## src/rtl/anab_pkg.sv

```systemverilog
// Constants for the auto-negotiation ability register pair.
// Assumes a 5-bit management register address and 16-bit register data.
`default_nettype none
package anab_pkg;

    // Register offsets in the management map
    localparam logic [4:0] ANAB_OFF_ADVERT = 5'h04;
    localparam logic [4:0] ANAB_OFF_PARTNER = 5'h05;

    // Field positions shared by both registers
    localparam int ANAB_BIT_NEXT_PAGE = 15;
    localparam int ANAB_BIT_ACK = 14;
    localparam int ANAB_BIT_REM_FAULT = 13;
    localparam int ANAB_BIT_RSVD12 = 12;
    localparam int ANAB_BIT_ASYM_PAUSE = 11;
    localparam int ANAB_BIT_PAUSE = 10;
    localparam int ANAB_BIT_T4 = 9;
    localparam int ANAB_TECH_HI = 8;
    localparam int ANAB_TECH_LO = 5;
    localparam int ANAB_SEL_HI = 4;
    localparam int ANAB_SEL_LO = 0;

    // Values after reset
    localparam logic [15:0] ANAB_ADVERT_RST = 16'h01e1;
    localparam logic [15:0] ANAB_PARTNER_RST = 16'h0000;
    // Bits software can hold in the advertisement register
    localparam logic [15:0] ANAB_ADVERT_WMASK = 16'h8fff;
    // Bits of the partner word that are kept (bit 12 reserved)
    localparam logic [15:0] ANAB_PARTNER_MASK = 16'hefff;
    // Technology bits 8 down to 5
    localparam logic [15:0] ANAB_TECH_MASK = 16'h01e0;

    // Strap capture: synchroniser depth and settle count after reset
    localparam int ANAB_SYNC_STAGES = 3;
    localparam logic [1:0] ANAB_STRAP_SETTLE = 2'h3;

    // Strap capture states
    typedef enum logic [0:0] {
        ANAB_ST_WAIT = 1'b0,
        ANAB_ST_DONE = 1'b1
    } anab_strap_st_t;

endpackage : anab_pkg
`default_nettype wire

```

## src/rtl/anab_strap_if.sv

```systemverilog
// Carrier between the strap capture and the register bank.
// Assumes both ends on the management clock.
`timescale 1ns/10ps
`default_nettype none
interface anab_strap_if;
    logic load;
    logic value;
    modport source (output load, output value);
    modport sink (input load, input value);
endinterface : anab_strap_if
`default_nettype wire

```

## src/rtl/anab_strap_capture.sv

```systemverilog
// Samples the auto-negotiation-disable strap once after reset.
// Assumes the strap pin is asynchronous and steady around reset release.
`timescale 1ns/10ps
`default_nettype none
module anab_strap_capture
    import anab_pkg::*;
(
    input wire logic mclk_in,
    input wire logic rst_in,
    input wire logic autoneg_disable_strap_in,
    anab_strap_if.source strap
);

    logic [ANAB_SYNC_STAGES-1:0] sync_r;
    logic [1:0] settle_r;
    logic [1:0] settle_nxt;
    anab_strap_st_t state_r;
    anab_strap_st_t state_nxt;
    logic agree;
    logic value_r;
    logic load_r;

    ////////////////////////////////////////////////////////////////////////////
    // Three-stage synchroniser on the strap pin
    always_ff @(posedge mclk_in or posedge rst_in)
    begin
        if (rst_in)
            sync_r <= '0;
        else
            sync_r <= {sync_r[ANAB_SYNC_STAGES-2:0], autoneg_disable_strap_in};
    end

    // Only stages two and three are looked at
    assign agree = (sync_r[1] == sync_r[2]);
    assign settle_nxt = (settle_r == ANAB_STRAP_SETTLE) ? settle_r : settle_r + 2'h1;
    assign state_nxt = (state_r == ANAB_ST_WAIT && settle_r == ANAB_STRAP_SETTLE && agree)
                       ? ANAB_ST_DONE : state_r;

    ////////////////////////////////////////////////////////////////////////////
    // One-shot capture once the chain is filled
    always_ff @(posedge mclk_in or posedge rst_in)
    begin
        if (rst_in)
        begin
            settle_r <= 2'h0;
            state_r <= ANAB_ST_WAIT;
            load_r <= 1'b0;
            value_r <= 1'b0;
        end
        else
        begin
            settle_r <= settle_nxt;
            state_r <= state_nxt;
            load_r <= (state_r == ANAB_ST_WAIT) && (state_nxt == ANAB_ST_DONE);
            if (state_r == ANAB_ST_WAIT)
                value_r <= sync_r[2];
        end
    end

    assign strap.load = load_r;
    assign strap.value = value_r;

endmodule : anab_strap_capture
`default_nettype wire

```

## src/rtl/anab_registers.sv

```systemverilog
// Auto-negotiation advertisement and link-partner ability registers.
// Assumes a management frame engine on mclk_in drives the register port,
// and the arbitration logic hands over each received base link code word.
// The strap is sampled once after reset; it must be steady when reset ends.
`timescale 1ns/10ps
`default_nettype none
module anab_registers
    import anab_pkg::*;
(
    input wire logic mclk_in,
    input wire logic rst_in,
    input wire logic autoneg_disable_strap_in,
    input wire logic autoneg_enable_in,
    input wire logic [4:0] reg_addr_in,
    input wire logic reg_wr_in,
    input wire logic [15:0] reg_wdata_in,
    input wire logic reg_rd_in,
    output logic [15:0] reg_rdata_out,
    output logic reg_rvalid_out,
    output logic reg_hit_out,
    input wire logic lcw_rx_valid_in,
    input wire logic [15:0] lcw_rx_word_in,
    output logic [15:0] lcw_tx_word_out
);

    // Address match, used for writes, reads and the hit flag
    function automatic logic anab_hit(input logic [4:0] addr, input logic [4:0] off);
        anab_hit = (addr == off);
    endfunction : anab_hit

    // Bits that software may write; reserved bits and remote fault stay zero
    function automatic logic anab_adv_rw(input int idx);
        anab_adv_rw = ANAB_ADVERT_WMASK[idx[3:0]];
    endfunction : anab_adv_rw

    // Duplex ability bits that the strap loads once after reset
    function automatic logic anab_adv_strap(input int idx);
        anab_adv_strap = (idx >= ANAB_TECH_LO) && (idx <= ANAB_TECH_HI);
    endfunction : anab_adv_strap

    // Partner bits that follow the received word; bit 12 is reserved
    function automatic logic anab_lp_kept(input int idx);
        anab_lp_kept = (idx != ANAB_BIT_RSVD12);
    endfunction : anab_lp_kept

    anab_strap_if strap_if ();

    logic [15:0] advert_r;
    logic [15:0] advert_nxt;
    logic [15:0] partner_r;
    logic [15:0] partner_nxt;
    logic [15:0] rdata_r;
    logic [15:0] rdata_nxt;
    logic rvalid_r;
    logic hit_advert;
    logic hit_partner;
    logic adv_wr_en;
    logic strap_load;
    logic strap_clear;
    logic rd_sel_advert;
    logic rd_sel_partner;
    logic rd_sel_none;
    // Field views of the partner word
    logic lp_next_page;
    logic lp_ack;
    logic lp_rem_fault;
    logic lp_asym_pause;
    logic lp_pause;
    logic [4:0] lp_abil;
    logic [4:0] lp_sel;
    logic [15:0] partner_rd;
    // Field views of the transmitted word
    logic tx_next_page;
    logic tx_asym_pause;
    logic tx_pause;
    logic tx_t4;
    logic [3:0] tx_tech;
    logic [4:0] tx_sel;

    ////////////////////////////////////////////////////////////////////////////
    // Strap capture
    anab_strap_capture u_strap (
        .mclk_in(mclk_in),
        .rst_in(rst_in),
        .autoneg_disable_strap_in(autoneg_disable_strap_in),
        .strap(strap_if.source)
    );

    ////////////////////////////////////////////////////////////////////////////
    // Decode
    assign hit_advert = anab_hit(reg_addr_in, ANAB_OFF_ADVERT);
    assign hit_partner = anab_hit(reg_addr_in, ANAB_OFF_PARTNER);
    assign reg_hit_out = hit_advert | hit_partner;

    // Write enable of the advertisement register
    assign adv_wr_en = reg_wr_in && hit_advert;

    // Strap hand-over from the capture block
    assign strap_load = strap_if.load;
    assign strap_clear = strap_if.value;

    ////////////////////////////////////////////////////////////////////////////
    // Next value of each advertisement bit; a write wins over the strap load
    for (genvar i = 0; i < 16; i++)
    begin : g_adv
        logic wr_bit;
        logic load_bit;
        // Fixed bits write as zero; strap high withdraws the duplex abilities
        assign wr_bit = anab_adv_rw(i) ? reg_wdata_in[i] : 1'b0;
        assign load_bit = anab_adv_strap(i) ? !strap_clear : advert_r[i];
        assign advert_nxt[i] = adv_wr_en ? wr_bit
                             : strap_load ? load_bit
                             : advert_r[i];
    end : g_adv

    ////////////////////////////////////////////////////////////////////////////
    // Next value of each partner bit; bus writes never reach it
    for (genvar i = 0; i < 16; i++)
    begin : g_lp
        // Reserved bit 12 never loads
        assign partner_nxt[i] = !anab_lp_kept(i) ? 1'b0
                              : lcw_rx_valid_in ? lcw_rx_word_in[i]
                              : partner_r[i];
    end : g_lp

    ////////////////////////////////////////////////////////////////////////////
    // Partner word as read back, field by field
    assign lp_next_page = partner_r[ANAB_BIT_NEXT_PAGE];
    assign lp_ack = partner_r[ANAB_BIT_ACK];
    assign lp_rem_fault = partner_r[ANAB_BIT_REM_FAULT];
    assign lp_asym_pause = partner_r[ANAB_BIT_ASYM_PAUSE];
    assign lp_pause = partner_r[ANAB_BIT_PAUSE];
    assign lp_abil = partner_r[ANAB_BIT_T4:ANAB_TECH_LO];
    assign lp_sel = partner_r[ANAB_SEL_HI:ANAB_SEL_LO];
    // Reserved bit 12 reads zero
    assign partner_rd = {lp_next_page, lp_ack, lp_rem_fault, 1'b0,
                         lp_asym_pause, lp_pause,
                         lp_abil, lp_sel};

    ////////////////////////////////////////////////////////////////////////////
    // Read selection; unmapped offsets read zero, no read keeps the last value
    assign rd_sel_advert = reg_rd_in && hit_advert;
    assign rd_sel_partner = reg_rd_in && hit_partner;
    assign rd_sel_none = reg_rd_in && !reg_hit_out;
    assign rdata_nxt = rd_sel_advert ? advert_r
                     : rd_sel_partner ? partner_rd
                     : rd_sel_none ? 16'h0000
                     : rdata_r;

    ////////////////////////////////////////////////////////////////////////////
    // Advertisement register
    always_ff @(posedge mclk_in or posedge rst_in)
    begin
        if (rst_in)
            advert_r <= ANAB_ADVERT_RST;
        else
            advert_r <= advert_nxt;
    end

    // Partner register, zero until a word arrives
    always_ff @(posedge mclk_in or posedge rst_in)
    begin
        if (rst_in)
            partner_r <= ANAB_PARTNER_RST;
        else
            partner_r <= partner_nxt;
    end

    ////////////////////////////////////////////////////////////////////////////
    // Read data, held until the next read
    always_ff @(posedge mclk_in or posedge rst_in)
    begin
        if (rst_in)
            rdata_r <= 16'h0000;
        else
            rdata_r <= rdata_nxt;
    end

    // One-cycle read valid
    always_ff @(posedge mclk_in or posedge rst_in)
    begin
        if (rst_in)
            rvalid_r <= 1'b0;
        else
            rvalid_r <= reg_rd_in;
    end

    // Register port outputs
    assign reg_rdata_out = rdata_r;
    assign reg_rvalid_out = rvalid_r;

    ////////////////////////////////////////////////////////////////////////////
    // Transmitted base word, field by field
    assign tx_next_page = advert_r[ANAB_BIT_NEXT_PAGE];
    assign tx_asym_pause = advert_r[ANAB_BIT_ASYM_PAUSE];
    assign tx_pause = advert_r[ANAB_BIT_PAUSE];
    assign tx_t4 = advert_r[ANAB_BIT_T4];
    // Forced speed and duplex: technology bits are not offered
    assign tx_tech = autoneg_enable_in ? advert_r[ANAB_TECH_HI:ANAB_TECH_LO] : 4'h0;
    assign tx_sel = advert_r[ANAB_SEL_HI:ANAB_SEL_LO];

    // Reserved bits and the unsupported remote fault go out as zero
    assign lcw_tx_word_out = {tx_next_page, 1'b0, 1'b0, 1'b0,
                              tx_asym_pause, tx_pause, tx_t4,
                              tx_tech, tx_sel};

endmodule : anab_registers
`default_nettype wire

```

## config.mk

```make
export PLATFORM = sky130hd
export DESIGN_NAME = anab_registers
export DESIGN_NICKNAME = d
export VERILOG_FILES = /design/src/rtl/anab_pkg.sv /design/src/rtl/anab_strap_if.sv /design/src/rtl/anab_strap_capture.sv /design/src/rtl/anab_registers.sv
export SDC_FILE = /design/constraint.sdc
export NUM_CORES = 1
export LEC_CHECK = 0
export BUFFER_PORTS_ARGS = -buffer_cell sky130_fd_sc_hd__buf_2
export CORE_MARGIN = 2
export CORE_UTILIZATION = 45
export DETAILED_ROUTE_END_ITERATION = 8
export HOLD_SLACK_MARGIN = 0.02
export PLACE_DENSITY = 0.76
export SLEW_MARGIN = 20
export SYNTH_ARGS = -nofsm -noshare
export SYNTH_HDL_FRONTEND = slang
export SYNTH_SLANG_ARGS = --single-unit
export TNS_END_PERCENT = 100
```

## constraint.sdc

```tcl
create_clock -name mclk_in -period 1.6 [get_ports mclk_in]
set_clock_uncertainty 0.05 [all_clocks]
set_input_delay 0.32 -clock mclk_in [delete_from_list [all_inputs] [get_ports mclk_in]]
set_output_delay 0.32 -clock mclk_in [all_outputs]
set_load 0.01 [all_outputs]
```

### Word level (Yosys, flattened, before mapping)

Cells that the tools add are included.

* add/subtract/negate cells: 1
* multipliers: 0
* div/mod/pow operators: 0
* magnitude comparators: 0
* equal/unequal tests: 4
* shifts and indexed selects: 0
* mux-type cells: 10
* bitwise operators: 2
* reductions and logical operators: 11

Operators with widths (number)
* $mux 16: 3
* $eq 5x3->1 const B: 2
* $logic_and 1x1->1: 7
* $mux 1: 6
* $mux 4: 1
* $reduce_bool 3->1: 1
* $add 2x1->2 const B: 1
* $eq 2x2->1 const B: 1
* $logic_not 1->1: 2
* $reduce_bool 2->1: 1
* $eq 1x1->1: 1
* $not 1->1: 1
* $or 1x1->1: 1

* register bits after elaboration: 53
* latch bits: 0
* RAM bits: 0
* ROM bits: 0
* bits of input ports: 44
* output and inout port bits: 34
* word-level logic and storage cells: 38
* memories: 0

### Longest topological paths before layout

* depth in word-level cells: 7
* mapped depth: 5
* depth with buffers taken out: 3

### Modules after synthesis

Synthesis repeated with hierarchy kept, for this count alone.

* cell total of the unflattened synthesis: 188
* area, all modules: 2283.4 µm²

Modules (own cells, without submodules)
* anab_registers: times used 1, cells each 171, area an instance 2010.7 µm², seq. area each 1107.3 µm²
* anab_strap_capture: times used 1, cells each 17, area an instance 272.8 µm², seq. area each 200.2 µm²

### Worst setup path before layout

No wires, ideal clock.

* kind: in2reg
* from: input port reg_addr_in[4]
* to: register advert_r[15]
* library setup time: 127 ps
* arrival time: 1260 ps
* required time: 1423 ps
* setup slack: 163 ps
* cell stages on the path: 4
* buffers on the path: 1
* cells stage by stage: nor4b_2 and2_4 buf_6 mux2_1

* cells in the longest elaborated chain, start to end: 2

RTL lines
* from (decl): RTL line anab_registers.sv:14 `input wire logic [4:0] reg_addr_in,`
* $eq 5x3->1: RTL line anab_registers.sv:28 `anab_hit = (addr == off);`
* $logic_and 1x1->1: RTL line anab_registers.sv:96 `assign adv_wr_en = reg_wr_in && hit_advert;`
* to (signal assigned): RTL line anab_registers.sv:157 `advert_r <= advert_nxt;`
* to (decl): RTL line anab_registers.sv:48 `logic [15:0] advert_r;`

No other way between the ends.
A chain may end at the register's enable or synchronous reset.

### Worst setup path in the final report

* from: input port reg_addr_in[4]
* to: output port reg_hit_out

* cells in the longest elaborated chain, start to end: 2
* elaborated cells on any way between the ends: 3
* those cells by class: eq/ne (2); bitwise (1)

RTL lines
* $eq 5x3->1: RTL line anab_registers.sv:28
* $or 1x1->1 (*): RTL line anab_registers.sv:93 `assign reg_hit_out = hit_advert | hit_partner;`
* to (decl): RTL line anab_registers.sv:20 `output logic reg_hit_out,`

Every way passes the cells marked *; elsewhere a longest branch is shown, timed or not.

==> summary.md <==
| Metric | Value |
|---|---|
| Final Max Tran Viols | 0 |
| Top cells by count, synth | 47 x dfrtp_1, 33 x mux2_2, 23 x o21ai_0 |
| Top post-synthesis cells by area | dfrtp_1 52%, mux2_2 16%, dfstp_2 5.8% |
| Register area share after synthesis | 57.4% |
| Ys Warns | 0 |
| Final hold violation count | 0 |
| Dpl cell area | 0.00263 mm2 |
| CTS tree | done |
| CP top delay family | buffers and inverters |
| Vias post-DR | 1540 |
| Placement Setup Slack | 0.0141 ns |
| Final setup violation count | 0 |
| First-pass GRT wire length | 7210 um |
| Pwr dens | 1060 mW/mm2 |
| Bufs on Longest Clock Path | 2 |
| Status | completed |
| Routed Antenna Nets | 0 |
| Setup TNS | 0 ns |
| Worst rel slew slack | 66.2% |
| Largest net degree at the start of global routing | 32 |
| First-pass DRT Iterations | 4 |
| Max Cap Viol | 0 |
| Fmax | 0.658 GHz |
| DRC marker count from the first detailed-route iteration | 104 |
| RSZ-0062 raised after global routing | false |
| Fill count | 441 |
| Drt wl/cell | 14.0 um |
| Clk_lat worst skew | 0.29 ns |
| Total GRT Usage | 17.2% |
| PortBufs | 69 |
| CP cell instances | buf_2 -> nor4b_4 -> buf_6 -> buf_2 |
| Post-synth EDFFs | 0 |
| Syn avg cell area | 12.2 um2 |
| Final std cell area, no fill | 0.00274 mm2 |
| Crit path max fanout | 20 |
| Post-synth top area cell | dfrtp_1 |
| Mapped Area | 0.00228 mm2 |
| H-tree depth | 2 |
| Die Y-Extent | 75.1 um |
| Vias in the first global route | 1533 |
| DP Cell Count | 307 |
| Die width | 75.1 um |
| Top_reg_cell synth | dfrtp_1 |
| Setup bufs post-CTS | 0 |
| WS Path Type | in -> out |
| Final Net Count | 293 |
| CP max stage cell | nor4b_4 |
| Startpoint types | primary input |
| Worst-margin pin slew | 0.506 ns |
| Non-filler cells, final | 316 |
| Async S/R FF share, synth | 100% |
| Most used cell, CP | buf_2 |
| Cell variety after synth | 24 |
| Synth Register Bits | 52 |
| DPL Wire Length | 3170 um |
| Num rows | 25 |
| Max stage delay on crit path | 0.31 ns |
| Leakage power | 1.30 nW |
| Reg clk slew, reported paths | 0.09 ns |
| Clk Tree Root Cell | clkbuf_8 |
| Initial Util | 47.6% |
| Critical path endpoint category | output pin |
| Antenna Cells | 0 |
| Grt total ovfl | 0 |
| Antenna violations before repair | 0 |
| CP arrival | 1.15 ns |
| Peak supply drop | 973 uV |
| Worst setup margin | 0.0794 ns |
| Post-Route Utilization | 57.2% |
| Die ar. | 0.00565 mm2 |
| Via density | 4.87 |
| Crit share post-route | 95.0% |
| Post-Syn Instances | 186 |
| CTS buffer count | 5 |
| DRC viols | 0 |
| Yosys top cell area share | 51.6% |
| Routability Congestion | 0.783 |
| Layout cells sized above 1 | 50.2% |
| I/O pins | 78 |
| Most common cell in the netlist | dfrtp_1 |
| Layout area overhead | 20.2% |
| Period minus WS final | 1.52 ns |
| DRT Wirelength | 4410 um |
| Hold Crit Class | in -> reg |
| WP buf/inv | 3 |
| Critical Path RT | 1.23 ns |
| Core area | 0.00479 mm2 |
| Clock sink count | 52 |
[layout by cell type, fill, tap and decap left out]
cell / count
nor2b_2: 1
nand3_1: 17
dfstp_2: 5
nand2_1: 1
dfrtp_1: 47
or2_2: 1
and2_4: 1
nor3b_1: 1
mux2_2: 33
xnor2_1: 1
clkinv_2: 2
nand4_1: 2
mux2_1: 6
buf_4: 3
o21ai_0: 23
buf_12: 1
nor4b_4: 1
conb_1: 4
dlygate4sd3_1: 1
clkbuf_8: 6
xor2_1: 1
clkinvlp_4: 1
ha_1: 1
buf_6: 1
inv_1: 15
buf_2: 69
and2_1: 4
[kinds of logic after synthesis]
kind of cell | count (synthesis) | synth area share [%]
simple gates | 29 | 7.58
compound gates | 23 | 5.05
fa+ha+maj | 1 | 0.549
flops | 52 | 57.4
mux | 39 | 19.3
xor+xnor | 2 | 0.769
other cells | 1 | 0.165
buf+inv | 39 | 9.18
[registers in the layout, indices dropped and copies added (netlist names)]
| name | cells |
|---|---|
| u_strap.state_r | 1 |
| advert_r | 13 |
| u_strap.strap.load | 1 |
| reg_rdata_out | 15 |
| reg_rvalid_out | 1 |
| u_strap.settle_r | 2 |
| u_strap.strap.value | 1 |
| partner_r | 15 |
| u_strap.sync_r | 3 |
[worst paths after layout]
path	endpoint	cells past startpoint	slack, ns	startpoint
min in group asynchronous	partner_r[7]	3	0.56	rst_in
max in group asynchronous	advert_r[0]	4	0.41	rst_in
max reg2reg	u_strap.state_r	3	0.39	u_strap.settle_r[0]
min	u_strap.sync_r[0]	1	0.08	autoneg_disable_strap_in
max	reg_hit_out	4	0.08	reg_addr_in[4]
min reg2reg	u_strap.sync_r[1]	0	0.31	u_strap.sync_r[0]
[layout make-up]
type | count | area [um2] | area share, %
multi-input combinational | 98 | 781 | 28.5
tap | 67 | 83.8 | 3.06
clock inverter | 2 | 10.0 | 0.366
clock buffer | 6 | 82.6 | 3.02
timing repair buffer | 75 | 409 | 14.9
inverter | 16 | 63.8 | 2.33
sequential | 52 | 1310 | 47.8
[report_power, final]
part	internal [mW]	switching [mW]	total, mW
clock network	0.346	0.402	0.748
logic	0.278	0.233	0.511
registers	1.52	0.108	1.63
[repair_timing]
action                     in CTS  in global routing
hold endpoints to repair       16                  0
hold buffers                    1                  0
resized for setup               0                  1
setup endpoints to repair       0                  1
[layer usage]
layer	vias up	global-route usage, %	share of wire [%]
met5	-	0	0
met3	2	4.42	6.2
met1	753	23.5	46
met4	0	3.51	0.52
li1	736	-	-
met2	49	28.1	48
[through the flow]
stage	power [mW]	hold slack [ns]
after global placement	2.16	0.284
after detailed placement	2.18	0.290
final	2.89	0.0762
after floorplan	2.02	0.281
after global routing	3.07	0.0543
after CTS	2.94	0.0687
Power figures use the tool's default switching activity.
